`src/hw/frame_irq_pkg.sv`:
```
package frame_irq_pkg;

	////////////////////////////////////////////////////////////////////////
	// Register map, as byte offsets on the processor port.
	localparam int          ADDR_W        = 8;
	localparam logic [7:0]  OFS_STATUS    = 8'h24;
	localparam logic [7:0]  OFS_INT_EN    = 8'h28;
	localparam logic [7:0]  OFS_FRAME_IDX = 8'h2c;

	// Field positions shared by the status and enable registers.
	localparam int BIT_PORT_CHANGE = 2;
	localparam int BIT_ROLLOVER    = 3;

	// Reset values of the three registers.
	localparam logic [31:0] STATUS_RESET    = 32'h0000_0000;
	localparam logic [31:0] INT_EN_RESET    = 32'h0000_0000;
	localparam logic [31:0] FRAME_IDX_RESET = 32'h0000_0000;

	// Frame index layout: 14 bits, list entry taken from bit 3 upward.
	localparam int IDX_W    = 14;
	localparam int LIST_LSB = 3;
	localparam int LIST_W   = 10;

	// Encodings of the list size field.
	localparam logic [1:0] LIST_1024 = 2'h0;
	localparam logic [1:0] LIST_512  = 2'h1;
	localparam logic [1:0] LIST_256  = 2'h2;

	// Microframe timing at the core clock.
	localparam int CLK_PERIOD_NS     = 10;
	localparam int MICROFRAME_NS     = 125000;
	localparam int MICROFRAME_CYCLES = MICROFRAME_NS / CLK_PERIOD_NS;

	////////////////////////////////////////////////////////////////////////
	// One register access from the processor port.
	typedef struct packed {
		logic              cs;
		logic              wr;
		logic              rd;
		logic              dword;
		logic [ADDR_W-1:0] addr;
		logic [31:0]       wdata;
	} reg_req_t;

	// Read answer, one cycle after the request.
	typedef struct packed {
		logic        valid;
		logic [31:0] data;
	} reg_rsp_t;

	// Index bits that take part in the list position for a list size.
	function automatic logic [IDX_W-1:0] list_mask(input logic [1:0] size);
		case (size)
			LIST_512: list_mask = 14'h0fff;
			LIST_256: list_mask = 14'h07ff;
			default: list_mask = 14'h1fff;
		endcase
	endfunction

	// List entry selected by an index value under a list size.
	function automatic logic [LIST_W-1:0] list_entry(
		input logic [IDX_W-1:0] idx,
		input logic [1:0]       size);
		logic [IDX_W-1:0] v;
		v = idx & list_mask(size);
		list_entry = v[IDX_W-2:LIST_LSB];
	endfunction

endpackage

```
`src/hw/microframe_timer.sv`:
```
`timescale 1ns/1ps
module microframe_timer #(
	parameter int TICK_CYCLES = frame_irq_pkg::MICROFRAME_CYCLES
) (
	// Clock and reset.
	input  wire logic mclk_in,
	input  wire logic rst_n_in,
	// Run control and microframe boundary.
	input  wire logic run_in,
	output logic      tick_out
);

	localparam int CNT_W = $clog2(TICK_CYCLES);

	if (TICK_CYCLES < 9) begin : g_chk
		$error("microframe_timer needs at least nine cycles per tick");
	end

	typedef struct packed {
		logic [CNT_W-1:0] cnt;
		logic             tick;
	} timer_state_t;

	timer_state_t st_r;
	timer_state_t st_nxt;

	////////////////////////////////////////////////////////////////////////
	// The count restarts while stopped, so the first tick after run is
	// always a whole microframe away.
	always_comb begin
		st_nxt = st_r;
		st_nxt.tick = 1'b0;
		if (!run_in) begin
			st_nxt.cnt = '0;
		end else if (st_r.cnt == CNT_W'(TICK_CYCLES - 1)) begin
			st_nxt.cnt  = '0;
			st_nxt.tick = 1'b1;
		end else begin
			st_nxt.cnt = CNT_W'(st_r.cnt + 1'b1);
		end
	end

	// Synchronous reset clears the counter.
	always_ff @(posedge mclk_in) begin
		if (!rst_n_in) begin
			st_r <= '0;
		end else begin
			st_r <= st_nxt;
		end
	end

	assign tick_out = st_r.tick;
endmodule

```
`src/hw/frame_index_irq.sv`:
```
`timescale 1ns/1ps
//
// Contract
// - Set rollover flag when index wraps.
// - Port change on owned port (owner bit clear) sets flag.
// - Force-resume rise sets port change flag.
// - Interrupt when enable and flag both set.
// - Flags record even with enable clear.
// - Rollover interrupt acknowledged by clearing flag.
// - Port change interrupt acknowledged by clearing flag.
// - Advance index once per 125 us.
// - List entry from index bit 3 upward.
// - Index write accepted only while halted.
// - Index write changes subsequent frame number.
// - 14-bit index increments each microframe.
// - Writing one clears flag, zero keeps it.
// - Index advances only while run set.
module frame_index_irq #(
	parameter int NUM_PORTS   = 3,
	parameter int TICK_CYCLES = frame_irq_pkg::MICROFRAME_CYCLES
) (
	// Clock and reset.
	input  wire logic                             mclk_in,
	input  wire logic                             rst_n_in,
	// Processor register port.
	input  wire frame_irq_pkg::reg_req_t          reg_req_in,
	output frame_irq_pkg::reg_rsp_t               reg_rsp_out,
	// Controller state from the command logic.
	input  wire logic                             run_control_bit_in,
	input  wire logic                             halted_indicator_in,
	input  wire logic [1:0]                       list_size_field_in,
	// Port state, one bit per port.
	input  wire logic [NUM_PORTS-1:0]             port_owner_bit_in,
	input  wire logic [NUM_PORTS-1:0]             port_change_in,
	input  wire logic [NUM_PORTS-1:0]             force_resume_bit_in,
	// Frame position and interrupt.
	output logic [frame_irq_pkg::IDX_W-1:0]       microframe_counter_out,
	output logic [frame_irq_pkg::LIST_W-1:0]      list_index_out,
	output logic                                  irq_out
);

	localparam int IW = frame_irq_pkg::IDX_W;
	localparam int LW = frame_irq_pkg::LIST_W;

	if (NUM_PORTS < 1 || NUM_PORTS > 16) begin : g_chk
		$error("frame_index_irq serves one to sixteen ports");
	end

	typedef struct packed {
		logic                       rollover_flag;
		logic                       port_change_flag;
		logic                       rollover_enable;
		logic                       port_change_enable;
		logic [IW-1:0]              idx;
		logic [LW-1:0]              list_idx;
		logic [NUM_PORTS-1:0]       chg_prev;
		logic [NUM_PORTS-1:0]       resume_prev;
		logic                       irq;
		frame_irq_pkg::reg_rsp_t    rsp;
	} core_state_t;

	core_state_t st_r;
	core_state_t st_nxt;

	logic tick;
	logic wr_status;
	logic wr_int_en;
	logic wr_idx_ok;
	logic rd_hit;
	logic advance;
	logic roll_evt;
	logic port_evt;
	logic resume_evt;
	logic [IW-1:0] mask;

	////////////////////////////////////////////////////////////////////////
	// Microframe boundary source.
	microframe_timer #(
		.TICK_CYCLES (TICK_CYCLES)
	) u_microframe_timer (
		.mclk_in  (mclk_in),
		.rst_n_in (rst_n_in),
		.run_in   (run_control_bit_in),
		.tick_out (tick)
	);

	////////////////////////////////////////////////////////////////////////
	// Access decode.  A half-word write to the index is dropped, since
	// its effect is undefined and dropping it keeps the count coherent.
	assign wr_status = reg_req_in.cs && reg_req_in.wr &&
		reg_req_in.addr == frame_irq_pkg::OFS_STATUS;
	assign wr_int_en = reg_req_in.cs && reg_req_in.wr &&
		reg_req_in.addr == frame_irq_pkg::OFS_INT_EN;
	assign wr_idx_ok = reg_req_in.cs && reg_req_in.wr &&
		reg_req_in.dword && halted_indicator_in &&
		reg_req_in.addr == frame_irq_pkg::OFS_FRAME_IDX;
	assign rd_hit = reg_req_in.cs && reg_req_in.rd;

	// Event detection.  Change and resume inputs are levels, so only a
	// rise counts; a bit held high does not set the flag again.
	assign mask     = frame_irq_pkg::list_mask(list_size_field_in);
	assign advance  = tick && run_control_bit_in && !wr_idx_ok;
	assign roll_evt = advance && ((st_r.idx & mask) == mask);
	assign port_evt = |(port_change_in & ~st_r.chg_prev &
		~port_owner_bit_in);
	assign resume_evt = |(force_resume_bit_in & ~st_r.resume_prev);

	////////////////////////////////////////////////////////////////////////
	// Next state.  An event in the cycle of a clear wins over the clear,
	// so no event is ever lost to a racing acknowledge.
	always_comb begin
		logic [31:0] rd_data;
		rd_data = 32'h0000_0000;
		st_nxt = st_r;
		st_nxt.chg_prev = port_change_in;
		st_nxt.resume_prev = force_resume_bit_in;

		// Status flags are write-one-to-clear.
		if (wr_status &&
			reg_req_in.wdata[frame_irq_pkg::BIT_ROLLOVER]) begin
			st_nxt.rollover_flag = 1'b0;
		end
		if (wr_status &&
			reg_req_in.wdata[frame_irq_pkg::BIT_PORT_CHANGE]) begin
			st_nxt.port_change_flag = 1'b0;
		end

		// Flags are set whatever the enables say.
		if (roll_evt) begin
			st_nxt.rollover_flag = 1'b1;
		end
		if (port_evt || resume_evt) begin
			st_nxt.port_change_flag = 1'b1;
		end

		// Enable register keeps only its two defined bits.
		if (wr_int_en) begin
			st_nxt.rollover_enable =
				reg_req_in.wdata[frame_irq_pkg::BIT_ROLLOVER];
			st_nxt.port_change_enable =
				reg_req_in.wdata[frame_irq_pkg::BIT_PORT_CHANGE];
		end

		// Frame index: a halted write loads it, a running tick advances.
		if (wr_idx_ok) begin
			st_nxt.idx = reg_req_in.wdata[IW-1:0];
		end else if (advance) begin
			st_nxt.idx = IW'(st_r.idx + 1'b1);
		end
		st_nxt.list_idx = frame_irq_pkg::list_entry(st_nxt.idx,
			list_size_field_in);

		// Registered interrupt follows the flags of the same edge.
		st_nxt.irq =
			(st_nxt.rollover_flag && st_nxt.rollover_enable) ||
			(st_nxt.port_change_flag && st_nxt.port_change_enable);

		// Read mux; unmapped offsets read as zero.
		case (reg_req_in.addr)
			frame_irq_pkg::OFS_STATUS: begin
				rd_data[frame_irq_pkg::BIT_ROLLOVER]    = st_r.rollover_flag;
				rd_data[frame_irq_pkg::BIT_PORT_CHANGE] = st_r.port_change_flag;
			end
			frame_irq_pkg::OFS_INT_EN: begin
				rd_data[frame_irq_pkg::BIT_ROLLOVER]    = st_r.rollover_enable;
				rd_data[frame_irq_pkg::BIT_PORT_CHANGE] =
					st_r.port_change_enable;
			end
			frame_irq_pkg::OFS_FRAME_IDX: begin
				rd_data[IW-1:0] = st_r.idx;
			end
			default: begin
				rd_data = 32'h0000_0000;
			end
		endcase
		st_nxt.rsp.valid = rd_hit;
		st_nxt.rsp.data  = rd_hit ? rd_data : 32'h0000_0000;
	end

	////////////////////////////////////////////////////////////////////////
	// Controller reset brings every register to its reset value.
	always_ff @(posedge mclk_in) begin
		if (!rst_n_in) begin
			st_r <= '0;
		end else begin
			st_r <= st_nxt;
		end
	end

	// All outputs come straight from the state register.
	assign reg_rsp_out            = st_r.rsp;
	assign microframe_counter_out = st_r.idx;
	assign list_index_out         = st_r.list_idx;
	assign irq_out                = st_r.irq;
endmodule

```
`config.mk`:
```
export PLATFORM = sky130hd
export DESIGN_NAME = frame_index_irq
export DESIGN_NICKNAME = d
export VERILOG_FILES = /design/src/hw/frame_irq_pkg.sv /design/src/hw/microframe_timer.sv /design/src/hw/frame_index_irq.sv
export SDC_FILE = /design/constraint.sdc
export NUM_CORES = 1
export LEC_CHECK = 0
export BUFFER_PORTS_ARGS = -buffer_cell sky130_fd_sc_hd__buf_2
export CAP_MARGIN = 25
export CORE_UTILIZATION = 48
export CTS_CLUSTER_SIZE = 16
export DETAILED_ROUTE_END_ITERATION = 10
export GPL_TIMING_DRIVEN = 0
export PLACE_DENSITY = 0.82
export SYNTH_ARGS = -nofsm -noshare
export SYNTH_HDL_FRONTEND = slang
export SYNTH_SLANG_ARGS = --single-unit
```
`constraint.sdc`:
```
create_clock -name mclk_in -period 2.35 [get_ports mclk_in]
set_clock_uncertainty 0.05 [all_clocks]
set_input_delay 0.3525 -clock mclk_in [delete_from_list [all_inputs] [get_ports mclk_in]]
set_output_delay 0.3525 -clock mclk_in [all_outputs]
set_load 0.1 [all_outputs]
```
Yosys cells after proc, flatten, opt, wreduce, memory -nomap -nowiden
Index checks and enable logic that the tools add are counted.
{"block": "classes", "add_sub_neg": 2, "n_eq_ne": 7, "mux": 10, "bitwise_logic": 10, "n_reduce_logical": 23}
{"op": "$add A14 B1 Y14 const B", "count": 2}
{"op": "$mux W14", "count": 2}
{"op": "$pmux W13 S2", "count": 1}
{"op": "$eq A8 B6 Y1 const B", "count": 3}
{"op": "$and A14 B14 Y14", "count": 1}
{"op": "$eq A14 B14 Y1", "count": 1}
{"op": "$eq A14 B14 Y1 const B", "count": 1}
{"op": "$logic_and A1 B1 Y1", "count": 14}
{"op": "$and A13 B13 Y13", "count": 1}
{"op": "$and A3 B3 Y3", "count": 3}
{"op": "$not A3 Y3", "count": 3}
{"op": "$reduce_or A3 Y1", "count": 3}
{"op": "$pmux W2 S3", "count": 1}
{"op": "$mux W1", "count": 5}
{"op": "$reduce_and A2 Y1", "count": 2}
{"op": "$reduce_and A3 Y1", "count": 1}
{"op": "$eq A2 B1 Y1 const B", "count": 1}
{"op": "$eq A2 B2 Y1 const B", "count": 1}
{"op": "$logic_or A1 B1 Y1", "count": 2}
{"op": "$mux W2", "count": 1}
{"op": "$not A1 Y1", "count": 2}
{"op": "$logic_not A1 Y1", "count": 1}
{"block": "totals", "register_bits": 83, "inputBits": 59, "output_inout_bits": 58, "elab_cells": 67}

Logic depth before layout (Yosys ltp)
{"block": "logic_depth", "depth_word": 10, "depth_mapped": 7, "mapped_depth_nobuf": 6}

Hierarchy
A second synthesis with hierarchy kept.
{"block": "unflattened", "hier_cells": 316, "hier_area_um2": 2882.8}
{"module": "frame_index_irq", "instances": 1, "cells_per_inst": 245, "area_each_um2": 2224.6, "seq_area_each_um2": 840.8}
{"module": "microframe_timer", "instances": 1, "cells_per_inst": 71, "area_each_um2": 658.1, "seq_area_each_um2": 300.3}

Worst setup path after synthesis
Ideal clock, no wire load.
{"block": "synth_timing", "kind": "reg2reg", "start": "register u_microframe_timer.st_r[1] (netlist bit)", "end": "register u_microframe_timer.st_r[10] (netlist bit)", "setup_time_ns": 0.115, "arrival_time_ns": 1.639, "required_ns": 2.185, "path_slack_ns": 0.546, "path_stages_with_launch": 8, "path_buffers": 1, "period_less_slack_ns": 1.804, "path_cell_list": "dfxtp_1 -> ha_1 -> or4b_1 -> nor3_1 -> nand4_1 -> nand3_1 -> buf_4 -> nor2_1"}
{"block": "synth_between", "elab_chain_len": 2, "word_cells_on_any_way": 3, "classes_between": "add/sub: 1; eq/ne: 1; reduce/logical: 1"}
{"item": "start, declared", "line": "microframe_timer.sv:24", "rtl": "timer_state_t st_r;"}
{"item": "start signal, assigned", "line": "microframe_timer.sv:48", "rtl": "st_r <= st_nxt;"}
{"item": "branches (longest 2 deep; another with $add A14 B1 Y14)"}
Several ways; the timed one is not identified.
A chain may end at the register's enable or synchronous reset.

Worst setup path after layout
{"block": "layout_timing", "start": "register u_microframe_timer.st_r[1] (netlist bit)", "end": "register u_microframe_timer.st_r[7] (netlist bit)"}
The elaborated chain is that of the path after synthesis.

==> flow_metrics.tcl <==
set metrics [dict create \
    place_inst 483 \
    net-switching-power_mw 0.5596 \
    async_reset_ff_share_pct 0 \
    syn2layout_area_growth_pct 27.38 \
    tightest_slew_margin_relative_to_the_limit_pct 54.56 \
    synth.top_cell.area_share_pct 40.14 \
    timing.final.hold_violations 0 \
    gate_power_share_pct 11.0 \
    setup.worst_path.end "u_microframe_timer.st_r[7]" \
    timing.hold.worst.start "force_resume_bit_in[2]" \
    num_rows 27 \
    min_path_type "in2reg" \
    io_pins 117 \
    h_tree_lvl_count 3 \
    synth.area.top_cells "sky130_fd_sc_hd__dfxtp_1 (40%), sky130_fd_sc_hd__buf_4 (15%), sky130_fd_sc_hd__nor2_1 (5.4%), sky130_fd_sc_hd__and2_1 (4.2%), sky130_fd_sc_hd__xnor2_1 (4.0%)" \
    grt_usage_pct 19.94 \
    post_synth_instance_area_um2 2843 \
    reg2reg_to "u_microframe_timer.st_r[7]" \
    timing.critical_path.from "u_microframe_timer.st_r[1]" \
    drive_gt1_share_pct 39.91 \
    start_kind "register" \
    post_synth_inst_count 315 \
    via_count 2353 \
    cts-hold-fix-buffers 0 \
    grt_pass1_wl_um 9370 \
    coreArea_um2 5608 \
    final-setup-viol-count 0 \
    root_buffer_master "sky130_fd_sc_hd__clkbuf_8" \
    gp_routability_congestion 0.8006 \
    path_class "reg2reg" \
    die_area_um2 6234 \
    power_density_nw_per_um2 629.8 \
    worst_skew_pair.late_latency_ps 340 \
    post_detailed_route_wirelength_per_cell_um 11.37 \
    cts_tree "done" \
    nets 484 \
    drt_wl_total_um 5662 \
    power_leakage_nw 1.745 \
    ff2ff_path_depth 7 \
    p_seq_share_pct 43.0 \
    run_status "finished clean" \
    synth_enable_flop_cells 0 \
    regToRegStartpoint "u_microframe_timer.st_r[1]" \
    min_period_ps 2017 \
    cts_num_sinks 57 \
    postSynthAreaPerCell_um2 9.025 \
    fillCellCount 463 \
    internal_power_mw 1.721 \
    number_of_buffers_inserted_to_repair_setup_after_cts 0 \
    synth_cell_type_count 38 \
    synthMostInstantiatedCell "sky130_fd_sc_hd__buf_4" \
    ys_seq_elements 57 \
    antenna_violations_before_repair 0 \
    chipWidth_um 78.96 \
    max_clock_freq_ghz 0.4957 \
    clkSlewWorstSetupHoldPaths_ps 60 \
    cts_inserted_buffers 9 \
    end_kind "register" \
    synthesis.yosys.warnings 0 \
    drtPass1Iterations 4 \
    drc_viols 0 \
    postSynth.topFlopCell "sky130_fd_sc_hd__dfxtp_1" \
    vias_in_the_first_global_route 2169 \
    n_antenna_cell 0 \
    dp.final_hpwl_um 4297 \
    unrepaired_setup_endpoints_after_global_routing "no" \
    effective_utilization_at_floorplan_pct 50.69 \
    antenna_violating_nets_post_route 0 \
    dpl_cell_area_um2 3392 \
    ctsResizeCount 0 \
    drt-vias-per-instance 4.725 \
    worstPathMaxFanout 10 \
    yosysTopAreaCell "sky130_fd_sc_hd__dfxtp_1" \
    critical_path_arrival_ps 2200 \
    instances_no_fill 498 \
    maxCapViolCount 0 \
    grt-ovfl-total 0 \
    cts_buffer_depth 2 \
    critical_path_required_ps 2530 \
    power.share.switching_pct 24.54 \
    ff2ff_setup_slack_ps 330 \
    drt_iter0_markers 86 \
    chipHeight_um 78.96 \
    synth_commonest_cells "sky130_fd_sc_hd__buf_4 (58), sky130_fd_sc_hd__dfxtp_1 (57), sky130_fd_sc_hd__nor2_1 (41)" \
    drv_slew 0 \
    worst_ir_drop_vdd_uv 353.8 \
    count_of_port_buffers_added_during_placement 79 \
    post_route_clock_period_utilization_pct 85.84 \
    pin_count_of_the_biggest_net_entering_global_routing 11 \
    worstMarginPinSlew_ps 681.7 \
    share_clk_of_total_power_pct 46.0 \
    synth_seq_area_share_pct 40.14 \
    totalNegativeSetupSlack_ps 0 \
    stdcell_area_um2 3621 \
]
[registers in the layout, indices dropped and copies added (netlist names)]
name and cells:
u_microframe_timer.st_r 14, microframe_counter_out 6, st_r 10, irq_out 1, reg_rsp_out 15, list_index_out 10, u_microframe_timer.tick_out 1
[how the worst min path moves through the flow]
stage          slack, ps  cells after the start                         end
2_1_floorplan        370                      1  u_microframe_timer.st_r[1]
3_3_place_gp         380                      1  u_microframe_timer.st_r[1]
3_5_place_dp         400                      1  u_microframe_timer.st_r[1]
4_1_cts              170                      2                    st_r[34]
5_1_grt              180                      2                    st_r[38]
6_report             190                      2                    st_r[36]
[critical path, stage by stage, from the launching register on]
cell and delay (ps):
sky130_fd_sc_hd__dfxtp_1 360, sky130_fd_sc_hd__ha_1 250, sky130_fd_sc_hd__or4b_1 450, sky130_fd_sc_hd__nor3_1 180, sky130_fd_sc_hd__nand4_1 150, sky130_fd_sc_hd__nand3_1 220, sky130_fd_sc_hd__buf_4 210, sky130_fd_sc_hd__nor2_1 50
[cell families after synthesis]
group | synth area share (%)
AO/OA/AOI/OAI | 9.683
multiplexers | 1.496
flip-flops | 40.14
other | 0.1319
adder cells (fa/ha/maj) | 1.321
XOR/XNOR | 7.702
buffers and inverters | 18.66
AND/OR/NAND/NOR | 20.86
[final cells by class]
class | instances | area, µm² | share of cell area, %
plain buffers | 66 | 489.2 | 13.51
inverters | 11 | 41.29 | 1.140
flip-flops and latches | 57 | 1141 | 31.51
clock inverters | 2 | 60.06 | 1.659
well taps | 72 | 90.09 | 2.488
repair buffers | 79 | 395.4 | 10.92
multi-input cells | 198 | 1235 | 34.10
clock buffers | 13 | 168.9 | 4.665
[stage by stage]
stage | hold slack, ps | utilization (%) | power, mW | setup slack (ps)
after floorplan | 367.5 | - | 1.199 | 546.0
after global placement | 379.7 | 60.49 | 1.248 | 372.3
after detailed placement | 401.1 | 60.49 | 1.251 | 327.5
after CTS | 174.6 | 64.57 | 2.302 | 329.8
after global routing | 177.2 | 64.57 | 2.374 | 116.6
final | 186.3 | 64.57 | 2.280 | 332.8
[placed cells by master (no fill, tap or decap), types with 11 or more instances in the layout]
cell type / instances
sky130_fd_sc_hd__conb_1: 18
sky130_fd_sc_hd__nand3_1: 14
sky130_fd_sc_hd__xnor2_1: 13
sky130_fd_sc_hd__dfxtp_1: 57
sky130_fd_sc_hd__nor2_1: 41
sky130_fd_sc_hd__nand2_1: 15
sky130_fd_sc_hd__buf_2: 80
sky130_fd_sc_hd__buf_4: 58
sky130_fd_sc_hd__and2_1: 19
sky130_fd_sc_hd__xor2_1: 12
sky130_fd_sc_hd__inv_1: 11
sky130_fd_sc_hd__clkbuf_8: 12
[routing by layer]
layer,vias to the layer above,wire length [µm],GRT usage (%)
met2,74,2739,32.70
met5,-,0,0
met4,0,193,13.64
li1,1191,-,-
met3,18,336,6.092
met1,1070,2392,22.11
[power groups by stage]
stage | clock, mW | sequential, mW | combinational, mW
finish | 1.05 | 0.979 | 0.251
global route | 1.13 | 0.980 | 0.265
CTS | 1.07 | 0.979 | 0.251
global placement | 0 | 1.00 | 0.248
floorplan | 0 | 1.00 | 0.199
detailed placement | 0 | 1.00 | 0.250
Note: power is estimated with default switching activity, not from simulation.
